`src/rtl/omc_pkg.sv`:
```
// Purpose: constants and types for the oscillator and operating-mode control unit
// Assumes: 8-bit register port, one clock
// Notes: offsets are word indices on the plain register port
package omc_pkg;
    localparam int unsigned ADDR_W = 5;
    localparam int unsigned DATA_W = 8;
    localparam logic [ADDR_W-1:0] OSC_MODE_CONTROL_OFS = 5'h0f;
    localparam logic [ADDR_W-1:0] IRQ_STATUS_OFS = 5'h1c;
    localparam logic [ADDR_W-1:0] IRQ_MASK_OFS = 5'h1d;
    localparam int unsigned BIT_HIGH_SEL = 0;
    localparam int unsigned BIT_HIGH_STOP = 1;
    localparam int unsigned BIT_MODE_LO = 2;
    localparam int unsigned BIT_MODE_HI = 3;
    localparam int unsigned BIT_CMP_IE = 4;
    localparam int unsigned BIT_CMP_IF = 5;
    localparam int unsigned BIT_CMP_OE = 6;
    localparam int unsigned BIT_CMP_RES = 7;
    localparam logic RST_HIGH_SEL = 1'b1;
    localparam logic RST_HIGH_STOP = 1'b0;
    localparam logic [1:0] RST_MODE = 2'h0;
    localparam logic RST_CMP_IE = 1'b0;
    localparam logic RST_CMP_IF = 1'b0;
    localparam logic RST_CMP_OE = 1'b0;
    localparam logic [1:0] RST_IRQ = 2'h0;
    // status/mask bits: 0 comparator change, 1 reserved mode code written
    localparam int unsigned EV_CMP = 0;
    localparam int unsigned EV_BADMODE = 1;
    typedef enum logic [1:0] {
        OMC_NORMAL = 2'h0,
        OMC_HALT = 2'h1,
        OMC_STANDBY = 2'h2,
        OMC_RESERVED = 2'h3
    } omc_mode_t;
endpackage

```
`src/rtl/omc_ev_if.sv`:
```
// Purpose: event carrier between control core and status unit
// Assumes: one clock
// Notes: pulses are one cycle long
`timescale 1ns/100ps
interface omc_ev_if;
    logic cmp_change;
    logic bad_mode;
    logic status_rd;
    logic [1:0] status;
    modport src (output cmp_change, output bad_mode, output status_rd, input status);
    modport sink (input cmp_change, input bad_mode, input status_rd, output status);
endinterface

```
`src/rtl/omc_osc_mode_ctrl.sv`:
```
// Purpose: oscillator select, operating mode and comparator control register
// Assumes: firmware obeys the stop-bit write ordering; comparator input synchronous
// Notes: one register plus an interrupt status and mask pair
// Operation
// RULE_01 - select bit picks high or low oscillator
// RULE_02 - stop bit halts the high oscillator
// RULE_03 - mode field: normal, halt, standby, reserved
// RULE_04 - enable bit gates comparator interrupt
// RULE_05 - comparator output change sets flag
// RULE_06 - flag held until firmware write clears
// RULE_07 - pad enable drives comparator onto pin
// RULE_08 - comparator beats buzzer on shared pin
// RULE_09 - result bit read-only, live comparator state
// RULE_10 - firmware never changes stop with select/mode
// RULE_11 - reset values: select one, rest zero
// RULE_12 - request only when flag and enable set
`timescale 1ns/100ps
module omc_osc_mode_ctrl (
    input wire logic mclk,
    input wire logic reset_n,
    input wire logic [omc_pkg::ADDR_W-1:0] reg_addr,
    input wire logic [omc_pkg::DATA_W-1:0] reg_wdata,
    input wire logic reg_wr,
    input wire logic reg_rd,
    output logic [omc_pkg::DATA_W-1:0] reg_rdata,
    input wire logic cmp_in,
    input wire logic buzzer_en,
    input wire logic buzzer_out,
    input wire logic gpio_out,
    input wire logic gpio_out_en_n,
    output logic sys_osc_high_sel,
    output logic high_osc_stop,
    output logic high_osc_run,
    output logic [1:0] op_mode_sel,
    output logic mode_halt,
    output logic mode_standby,
    output logic cmp_irq_req,
    output logic port_b_bit3_pad_out,
    output logic port_b_bit3_pad_oe_n,
    output logic irq
);
    import omc_pkg::*;

    omc_ev_if ev ();

    logic high_sel_q;
    logic high_stop_q;
    omc_mode_t mode_q;
    logic cmp_ie_q;
    logic cmp_if_q;
    logic cmp_oe_q;
    logic cmp_q;
    logic cmp_seen_q;
    logic [1:0] mask_q;
    logic [DATA_W-1:0] rdata_d;
    logic wr_ctl;
    logic cmp_change;
    logic pad_d;
    logic pad_oe_n_d;

    assign wr_ctl = reg_wr && (reg_addr == OSC_MODE_CONTROL_OFS);

    // first sample only primes the edge detector, so reset is no change
    always_ff @(posedge mclk or negedge reset_n) begin
        if (!reset_n) begin
            cmp_q <= 1'b0;
            cmp_seen_q <= 1'b0;
        end else begin
            cmp_q <= cmp_in;
            cmp_seen_q <= 1'b1;
        end
    end
    assign cmp_change = cmp_seen_q && (cmp_in != cmp_q); // RULE_05

    // control fields
    always_ff @(posedge mclk or negedge reset_n) begin
        if (!reset_n) begin
            high_sel_q <= RST_HIGH_SEL; // RULE_11
            high_stop_q <= RST_HIGH_STOP;
            mode_q <= omc_mode_t'(RST_MODE);
            cmp_ie_q <= RST_CMP_IE;
            cmp_oe_q <= RST_CMP_OE;
        end else if (wr_ctl) begin
            // stop bit ordering against select/mode is left to firmware
            high_sel_q <= reg_wdata[BIT_HIGH_SEL]; // RULE_01
            high_stop_q <= reg_wdata[BIT_HIGH_STOP]; // RULE_02
            mode_q <= omc_mode_t'(reg_wdata[BIT_MODE_HI:BIT_MODE_LO]); // RULE_03
            cmp_ie_q <= reg_wdata[BIT_CMP_IE]; // RULE_04
            cmp_oe_q <= reg_wdata[BIT_CMP_OE]; // RULE_07
        end
    end

    // flag only clears by an explicit write of zero; a change in that cycle wins
    always_ff @(posedge mclk or negedge reset_n) begin
        if (!reset_n) begin
            cmp_if_q <= RST_CMP_IF;
        end else if (cmp_change) begin
            cmp_if_q <= 1'b1; // RULE_05
        end else if (wr_ctl) begin
            cmp_if_q <= reg_wdata[BIT_CMP_IF]; // RULE_06
        end
    end

    always_ff @(posedge mclk or negedge reset_n) begin
        if (!reset_n) begin
            mask_q <= RST_IRQ;
        end else if (reg_wr && (reg_addr == IRQ_MASK_OFS)) begin
            mask_q <= reg_wdata[1:0];
        end
    end

    assign ev.cmp_change = cmp_change;
    assign ev.bad_mode = wr_ctl && (reg_wdata[BIT_MODE_HI:BIT_MODE_LO] == OMC_RESERVED);
    assign ev.status_rd = reg_rd && (reg_addr == IRQ_STATUS_OFS);

    omc_irq_status u_status (
        .mclk(mclk),
        .reset_n(reset_n),
        .ev(ev)
    );

    // read mux; result bit is the live input, never stored
    always_comb begin
        rdata_d = '0;
        unique case (reg_addr)
            OSC_MODE_CONTROL_OFS: begin
                rdata_d[BIT_CMP_RES] = cmp_in; // RULE_09
                rdata_d[BIT_CMP_OE] = cmp_oe_q;
                rdata_d[BIT_CMP_IF] = cmp_if_q;
                rdata_d[BIT_CMP_IE] = cmp_ie_q;
                rdata_d[BIT_MODE_HI:BIT_MODE_LO] = mode_q;
                rdata_d[BIT_HIGH_STOP] = high_stop_q;
                rdata_d[BIT_HIGH_SEL] = high_sel_q;
            end
            IRQ_STATUS_OFS: rdata_d[1:0] = ev.status;
            IRQ_MASK_OFS: rdata_d[1:0] = mask_q;
            default: rdata_d = '0;
        endcase
    end

    // pad: comparator first, then buzzer, else plain port
    always_comb begin
        if (cmp_oe_q) begin
            pad_d = cmp_in; // RULE_07
            pad_oe_n_d = 1'b0;
        end else if (buzzer_en) begin
            pad_d = buzzer_out; // RULE_08
            pad_oe_n_d = 1'b0;
        end else begin
            pad_d = gpio_out;
            pad_oe_n_d = gpio_out_en_n;
        end
    end

    // all outputs registered; one cycle behind the control state
    always_ff @(posedge mclk or negedge reset_n) begin
        if (!reset_n) begin
            reg_rdata <= '0;
            sys_osc_high_sel <= RST_HIGH_SEL;
            high_osc_stop <= RST_HIGH_STOP;
            high_osc_run <= ~RST_HIGH_STOP;
            op_mode_sel <= RST_MODE;
            mode_halt <= 1'b0;
            mode_standby <= 1'b0;
            cmp_irq_req <= 1'b0;
            port_b_bit3_pad_out <= 1'b0;
            port_b_bit3_pad_oe_n <= 1'b1;
            irq <= 1'b0;
        end else begin
            reg_rdata <= reg_rd ? rdata_d : '0;
            sys_osc_high_sel <= high_sel_q; // RULE_01
            high_osc_stop <= high_stop_q; // RULE_02
            high_osc_run <= ~high_stop_q; // RULE_02
            op_mode_sel <= mode_q;
            mode_halt <= (mode_q == OMC_HALT); // RULE_03
            mode_standby <= (mode_q == OMC_STANDBY); // RULE_03
            cmp_irq_req <= cmp_if_q && cmp_ie_q; // RULE_12
            port_b_bit3_pad_out <= pad_d;
            port_b_bit3_pad_oe_n <= pad_oe_n_d;
            irq <= |(ev.status & mask_q);
        end
    end
endmodule

```
`src/rtl/omc_irq_status.sv`:
```
// Purpose: sticky event status cleared by read
// Assumes: events and read are one-cycle pulses
// Notes: an event in the reading cycle survives the clear
`timescale 1ns/100ps
module omc_irq_status (
    input wire logic mclk,
    input wire logic reset_n,
    omc_ev_if.sink ev
);
    import omc_pkg::*;
    logic [1:0] status_q;
    logic [1:0] set_w;
    assign set_w = {ev.bad_mode, ev.cmp_change};
    assign ev.status = status_q;
    always_ff @(posedge mclk or negedge reset_n) begin
        if (!reset_n) begin
            status_q <= RST_IRQ;
        end else begin
            // set wins over the read clear
            status_q <= set_w | (ev.status_rd ? 2'h0 : status_q);
        end
    end
endmodule

```
`config.mk`:
```
export PLATFORM = sky130hd
export DESIGN_NAME = omc_osc_mode_ctrl
export DESIGN_NICKNAME = d
export VERILOG_FILES = /design/src/rtl/omc_pkg.sv /design/src/rtl/omc_ev_if.sv /design/src/rtl/omc_osc_mode_ctrl.sv /design/src/rtl/omc_irq_status.sv
export SDC_FILE = /design/constraint.sdc
export NUM_CORES = 1
export LEC_CHECK = 0
export ABC_AREA = 1
export BUFFER_PORTS_ARGS = -buffer_cell sky130_fd_sc_hd__buf_2
export CORE_UTILIZATION = 35
export CTS_CLUSTER_DIAMETER = 120
export CTS_CLUSTER_SIZE = 30
export DETAILED_ROUTE_END_ITERATION = 6
export PLACE_DENSITY_LB_ADDON = 0.25
export SYNTH_ARGS = -nofsm -noshare
export SYNTH_HDL_FRONTEND = slang
export SYNTH_SLANG_ARGS = --single-unit
```
`constraint.sdc`:
```
create_clock -name mclk -period 2 [get_ports mclk]
set_input_delay 0 -clock mclk [delete_from_list [all_inputs] [get_ports mclk]]
set_output_delay 0 -clock mclk [all_outputs]
set_load 0.03 [all_outputs]
```
---- Yosys cells after proc, flatten, opt, wreduce, memory -nomap -nowiden ----
Cells that the tools add are included.
storage, ports and cells
  bits in registers ....................... 32
  latch bits .............................. 0
  RAM bits ................................ 0
  bits in read-only memories .............. 0
  input port bits ......................... 22
  word-level logic and storage cells ...... 49
  memories ................................ 0
cells by class
  $add $sub $neg .......................... 0
  $mul .................................... 0
  divide/modulo/power cells ............... 0
  $lt $le $gt $ge ......................... 0
  equality and inequality tests ........... 7
  shift operators ......................... 0
  mux-type cells .......................... 10
  bitwise operators ....................... 3
  reduce and logical (&&, ||, !) cells .... 8
operators by type and width
  operator                                                          count
  5-bit == test (second input constant)                             2
  8-bit 2-to-1 mux                                                  1
  1-bit logical AND                                                 6
  1-bit 2-to-1 mux                                                  6
  6-bit 2-to-1 mux                                                  1
  2-bit case mux with 3 select lines                                1
  5-bit by 4-bit == test with 1-bit output (second input constant)  1
  2-bit == test (second input constant)                             2
  2-bit bitwise AND                                                 1
  2-bit by 1-bit == test with 1-bit output (second input constant)  1
  2-bit 2-to-1 mux                                                  1
  2-bit bitwise OR                                                  1
  2-bit nonzero test                                                1
  2-bit OR reduction                                                1
  1-bit inequality test                                             1
  1-bit inverter                                                    1

---- Longest topological paths before layout ----
Gate-level depths: netlist (run 1).
  depth after elaboration ................. 4
  mapped depth ............................ 7

---- Cells and area by module ----
A second synthesis (run 1) with hierarchy kept.
second synthesis, totals
  cell total of the unflattened synthesis .. 119
  area total of the unflattened synthesis .. 1253.7 um2
modules (own cells, without submodules)
  module             instances  cells an instance  area an instance (um2)  seq. area each (um2)
  omc_osc_mode_ctrl  1          110                1177.4                  755.7
  omc_irq_status     1          9                  76.3                    50.0

---- Least setup slack after synthesis (run 1) ----
Ideal clock, no wire load.
  path type ............................... register to register
  start point ............................. register high_sel_q
  end point ............................... register reg_rdata[0] (netlist name)
  data arrival time ....................... 723 ps
  setup slack ............................. 1215 ps
  cell stages (with the launch flop) ...... 5
  clock period less this slack ............ 785 ps
  path through ............................ dfstp_2 -> nand3_1 -> nand3_1 -> nand2_1 -> inv_1
between the ends
  longest elaborated chain between the ends .. 2
RTL lines
  item                                line                      RTL
  start: declaration                  omc_osc_mode_ctrl.sv:46   logic high_sel_q;
  start signal: assignment            omc_osc_mode_ctrl.sv:85   high_sel_q <= reg_wdata[BIT_HIGH_SEL];
  2-bit case mux with 3 select lines  omc_osc_mode_ctrl.sv:125  unique case (reg_addr)
  8-bit 2-to-1 mux                    omc_osc_mode_ctrl.sv:170  reg_rdata <= reg_rd ? rdata_d : '0;
  end signal: assignment              omc_osc_mode_ctrl.sv:170
  end: declaration                    omc_osc_mode_ctrl.sv:25   output logic [omc_pkg::DATA_W-1:0] reg_rdata,
No other way between the ends.
A chain may end at the register's enable or synchronous reset.

---- Worst setup path after layout (run 1) ----
  start point ............................. register cmp_oe_q
  end point ............................... register port_b_bit3_pad_out
between the ends
  longest elaborated chain between the ends .. 1
RTL lines
  item                      line                      RTL
  start: declaration        omc_osc_mode_ctrl.sv:51   logic cmp_oe_q;
  start signal: assignment  omc_osc_mode_ctrl.sv:89   cmp_oe_q <= reg_wdata[BIT_CMP_OE];
  1-bit 2-to-1 mux          omc_osc_mode_ctrl.sv:143  if (cmp_oe_q) begin
  net pad_d                 omc_osc_mode_ctrl.sv:58   logic pad_d;
  end signal: assignment    omc_osc_mode_ctrl.sv:178  port_b_bit3_pad_out <= pad_d;
  end: declaration          omc_osc_mode_ctrl.sv:38   output logic port_b_bit3_pad_out,
The timed path passes the listed nets, and every way through them passes these cells.

==> run metrics, run 1 <==
status=finished, final reports clean; clock network fraction of total power=25.1%; Post-Syn Area=about 0.0012 mm2; share of the synthesized area in the top cell type=57.0%; die area=0.00376 mm2; share of cells above drive strength 1=37.4%; Synth Flop Type=dfrtp_1; Placer Congestion=~0.84; CP arrival=between 1 and 1.5 ns; vias in the first global route=approximately 860; Post-synth top cells=dfrtp_1, nand2_1, inv_1; final WL=2210 um; register area share after synthesis=roughly 66%; Yosys top cell by area=dfrtp_1; Final WS setup=around 0.71 ns; Root Driver=clkbuf_4; Max-cap violations=0; clk_lat worst skew=approximately 0.32 ns; routed vias/inst=between 4 and 5; Pre-antenna DRT Iters=4; # IOs=between 40 and 50; Initial Util=between 30 and 40%; Unique masters post-synth=22; final setup fails=0; WL/cell=~10 um; crit-path max cell delay=about 0.56 ns; net total in the final layout=roughly 200; # DRC=0; kind of critical path=flip-flop to flip-flop; pin count of the biggest net entering global routing=33; Comb pwr share=21.4%; P_int=~1000 uW; Post-synth EDFFs=0; Final min period=between 1 and 1.5 ns; CTS tree=done; Setup Skew=approximately 0.0065 ns; fillers=roughly 330; # diodes=0; Synth area leaders=dfrtp_1, dfstp_2, nand2_1; DIE HEIGHT=between 60 and 70 um; Sinks on Clock Net=32; Tcrit/Tclk final=approximately 65%; Top delay family on crit path=buffers and inverters; fmax=0.775 GHz; Area Overhead vs Synth=36.1%; worst path bufs/invs=1; CP max stage cell=dlygate4sd3_1; Seq pwr share=53.5%; Synth warnings=0; Max H-tree Level=2; P per Cell Area=a little under 900 mW/mm2; first-pass GRT wire length=between 3000 and 4000 um; synthesized flop and latch total=32; Syn Nets=~140; crit end category=flip-flop; Max FO, Critical Path=4; post-route ant nets=0; HPWL after detailed placement=roughly 1600 um; worst-path cell chain=a21oi_1 -> a22oi_1 -> dlygate4sd3_1; total track usage=13.8%; switching power=between 400 and 500 uW; post-CTS setup buffer count=0; Die Width=61.3 um; Min-Delay Path Class=primary input to flip-flop; Final Max Tran Viols=0; Worst VDD drop=roughly 500 uV; Clock Path Buffers=2; syn avg cell area=between 10 and 15 um2; Worst slew margin=a little under three fifths; RSZ-0062 raised after global routing=no; Worst-Margin Slew=between 0.6 and 0.7 ns; worst path required time=around 2.2 ns; leakage=approximately 0.00091 uW; core box area=0.00336 mm2; Fin Setup TNS=0 ns; most common cell in the netlist=dfrtp_1; Final Hold Violating Endpoints=0; gr ovfl total=0; FFs w/ async S/R, synth=100%; violation count after the first detailed-route iteration=27; initial antenna violation count=0; row cnt=21; Port Buffer Count=39; Worst Setup Start Kind=flip-flop; Mapped Cells=113; Place WS=1.09 ns; switch share=approximately 30%; vias=944; Worst-path clk slew=0.10 ns; clock buffer count from CTS=5
routing by layer:
layer  vias to the layer above  track usage [%]  share of wire (%)
met2                        23             22.0                 51
li1                        470                -                  -
met1                       446             16.5                 44
met5                         -                0                  0
met3                         5             4.41                4.2
met4                         0             7.79                1.4
cells by family after synthesis:
logic type	count (synthesis)	share of synthesized area, %
buffers and inverters	17	6.92
other	1	0.305
xor gates and xnor gates	1	0.712
AOI/OAI and AO/OA	9	5.09
and+or+nand+nor	53	21.5
DFF	32	65.5
power by group through the flow:
stage	clock (uW)	sequential [uW]	combinational, uW
detailed placement	0	803	290
finish	371	789	316
floorplan	0	901	84.3
global placement	0	798	286
CTS	382	790	318
global route	417	800	349
sequential cells by signal (all words and copies together) (netlist names):
| name | count |
|---|---|
| high_stop_q | 1 |
| cmp_seen_q | 1 |
| cmp_q | 1 |
| sys_osc_high_sel | 1 |
| op_mode_sel | 2 |
| high_osc_stop | 1 |
| irq | 1 |
| mode_standby | 1 |
| high_sel_q | 1 |
| cmp_ie_q | 1 |
| cmp_irq_req | 1 |
| port_b_bit3_pad_out | 1 |
| mask_q | 2 |
| high_osc_run | 1 |
| mode_halt | 1 |
| cmp_oe_q | 1 |
| reg_rdata | 8 |
| mode_q | 2 |
| u_status.ev.status | 2 |
| port_b_bit3_pad_oe_n | 1 |
| cmp_if_q | 1 |
worst min-delay path, cell delays in order:
cell     delay (ns)
buf_2          0.11
nor2_4         0.05
nand3_4        0.08
o21ai_0        0.07
path summary, 6_finish.rpt:
path | from | end | slack (ns) | depth (start not counted)
setup / recovery | cmp_oe_q | port_b_bit3_pad_out | 0.71 | 3
hold / removal | reg_addr[4] | u_status.ev.status[1] | 0.03 | 4
setup reg to reg | cmp_oe_q | port_b_bit3_pad_out | 0.71 | 3
hold reg to reg | high_sel_q | sys_osc_high_sel | 0.38 | 0
max in group asynchronous | reset_n | cmp_if_q | 1.31 | 2
min in group asynchronous | reset_n | irq | 0.25 | 2
area by class of cell:
type / count / area (um2) / area share (%)
Sequential cell: 32 / 806 / 48.1
Timing Repair Buffer: 54 / 345 / 20.6
Multi-Input combinational cell: 64 / 339 / 20.3
Inverter: 16 / 65.1 / 3.89
Tap cell: 46 / 57.6 / 3.44
Clock buffer: 6 / 51.3 / 3.06
Clock inverter: 2 / 10.0 / 0.598
placed cells by master (no fill, tap or decap), drive strengths merged, types with 3 or more instances in the layout:
cell,instances
buf,39
dfrtp,28
nand2,27
dlygate4sd3,15
inv,15
nand3,13
nor2,12
clkbuf,6
o21ai,6
dfstp,4
clkinv,3
repair_timing:
| item | in CTS | in global routing |
|---|---|---|
| hold buffers | 15 | 0 |
| endpoints found under the hold margin | 44 | 0 |
| resized for setup | 0 | 0 |
through the flow:
step                      hold WS, ns  utilization (%)  instances  instance area (um2)  total power (uW)
after floorplan                -0.296                -        113                 1230               985
after global placement         0.0682             43.5        197                 1460              1080
after detailed placement       0.0752             43.5        197                 1460              1090
after CTS                      0.0179             49.8        220                 1670              1490
after global routing           0.0143             49.8        220                 1670              1570
final                          0.0299             49.8        220                 1670              1480
No activity file was read; power rests on OpenSTA's default activity.
==> run 2: changes to the inputs <==
==> constraint.sdc (replaced) <==
create_clock -name mclk -period 1.3 [get_ports mclk]
set_input_delay 0 -clock mclk [delete_from_list [all_inputs] [get_ports mclk]]
set_output_delay 0 -clock mclk [all_outputs]
set_load 0.03 [all_outputs]
==> run 2 against run 1 <==
  * First-iteration DRC count down 59%
  * Cell count unchanged
  * Sequential share of layout area about the same
  * Power up 54%
  * Non-clock buffer count unchanged
  * Setup slack worse by 0.66 ns
  * Sequential power up 53%
  * Critical endpoint unchanged
  * Highest routed layer unchanged
==> run metrics, run 2 (same netlist as run 1, synthesis figures left out) <==
vias=933 (-1.2%); most common cell after layout, fill and taps aside=buf_2; CP startpoint=cmp_oe_q; row cnt=21 (unchanged); post-route ant nets=0 (unchanged); CTS tree=done; max FFs per register=8 (unchanged); crit-path max cell delay=0.56 ns (about the same); Worst-Margin Slew=0.668 ns (-0.00616 ns); Tcrit/Tclk final=96.3% (+32 points); Die Width=61.3 um (unchanged); Area Overhead vs Synth=36.0% (about the same); RR Startpoint=cmp_oe_q; largest register by flop count=reg_rdata; Top delay family on crit path=buffers and inverters; P per Cell Area=1360 mW/mm2 (+54%); Worst slew margin=55.4% (+0.41 points); hold endpoint=high_sel_q; vias in the first global route=826 (-3.8%); Initial Util=36.6% (unchanged); Clock Path Buffers=2 (unchanged); gr ovfl total=0 (unchanged); Setup Skew=0.00519 ns (-0.00132 ns); final WL=2170 um (-1.9%); first-pass GRT wire length=3460 um (-2.9%); worst path bufs/invs=1 (unchanged); Layout Utilization=49.7% (about the same); area occupied by multi-input gates=343 um2 (+1.1%); # IOs=41 (unchanged); worst path required time=1.51 ns (-0.69 ns); Crit path depth=3 (unchanged); total power=2270 uW (+54%); register area=806 um2 (unchanged); CP max stage cell=dlygate4sd3_1; Hold Crit Depth=4 (unchanged); crit end category=flip-flop; total track usage=13.6% (-0.19 points); routed vias/inst=4.24 (-1.2%); Port Buffer Count=39 (unchanged); die area=0.00376 mm2 (unchanged); Worst Setup Start Kind=flip-flop; clock buffer count from CTS=5 (unchanged); Post-DP Area=0.00146 mm2 (unchanged); initial antenna violation count=0 (unchanged); Root Driver=clkbuf_4; status=finished, final reports clean; fmax=0.799 GHz (+3.1%); DIE HEIGHT=61.3 um (unchanged); reg2reg end=port_b_bit3_pad_out; Final Max Tran Viols=0 (unchanged); Max H-tree Level=2 (unchanged); most frequent cells in the layout=buf_2, dfrtp_1, nand2_1, inv_1, dlygate4sd3_1; r2r setup slk=0.05 ns (-0.66 ns); leakage=0.000900 uW (-0.78%); violation count after the first detailed-route iteration=11 (-59%); Pre-antenna DRT Iters=4 (unchanged); CP arrival=1.46 ns (-0.03 ns); Max-cap violations=0 (unchanged); Final Instance Area=0.00167 mm2 (about the same); Final Hold Violating Endpoints=0 (unchanged); min-delay src=reg_wr; worst-path cell chain=a21oi_2 -> a22oi_1 -> dlygate4sd3_1; share of cells above drive strength 1=37.4% (unchanged); net total in the final layout=195 (unchanged); # DRC=0 (unchanged); clk_lat worst skew=0.32 ns (about the same); Placer Congestion=0.838 (+0.13%); Fin Setup TNS=0 ns (unchanged); Final min period=1.25 ns (-0.0389 ns); Max FO, Critical Path=3 (-1); fillers=326 (+0.31%); Worst R2R Path Depth=3 (unchanged); # diodes=0 (unchanged); Worst-path clk slew=0.09 ns (about the same); core box area=0.00336 mm2 (unchanged); Worst VDD drop=660 uV (+32%); final setup fails=0 (unchanged); kind of critical path=flip-flop to flip-flop; HPWL after detailed placement=1590 um (+0.53%); Sinks on Clock Net=32 (unchanged); WL/cell=9.86 um (-1.9%); pin count of the biggest net entering global routing=33 (unchanged); Min-Delay Path Class=primary input to flip-flop
==> run 2: tightest hold or removal path: stages <==
cell     delay, ns
buf_2         0.12
nand3_4       0.11
nand2_1       0.07
nand2_1       0.05
==> run 2: how the worst max path moves through the flow <==
stage,end
final,port_b_bit3_pad_out
after global routing,port_b_bit3_pad_out
after CTS,port_b_bit3_pad_out
after detailed placement,reg_rdata[4]
after global placement,reg_rdata[2]
after floorplan,reg_rdata[0]
==> run 2: power breakdown <==
group	internal, uW	leakage, uW	switching [uW]	total (uW)
logic	182	0.000482	316	497
clock network	266	0.0000326	295	561
registers	1150	0.000386	62.6	1210
==> run 2: cell type report <==
type                            count  share of cell area (%)
Sequential cell                    32                    48.2
Tap cell                           46                    3.44
Timing Repair Buffer               54                    20.5
Clock buffer                        8                    3.52
Multi-Input combinational cell     64                    20.5
Inverter                           16                    3.89
==> run 2: stage by stage <==
| stage | hold WS (ns) | worst slack, ns | std cells |
|---|---|---|---|
| 2_1_floorplan | -0.296 | 0.515 | 113 |
| 3_3_place_gp | 0.0683 | 0.437 | 197 |
| 3_5_place_dp | 0.0786 | 0.399 | 197 |
| 4_1_cts | 0.00412 | 0.0247 | 219 |
| 5_1_grt | 0.00969 | -0.00242 | 220 |
| 6_report | 0.0226 | 0.0482 | 220 |
==> run 2: layer usage <==
metal  global-route usage [%]  wire [um]
met4                     7.47         42
met1                     15.3        911
met5                        0          0
met2                     21.1       1090
met3                     6.93        126
==> run 2: repair_timing <==
action                     CTS  global route
hold buffers                14             0
hold endpoints to repair    44             0
gates resized for setup      0             1
setup buffers                0             1
setup endpoints to repair    0             1
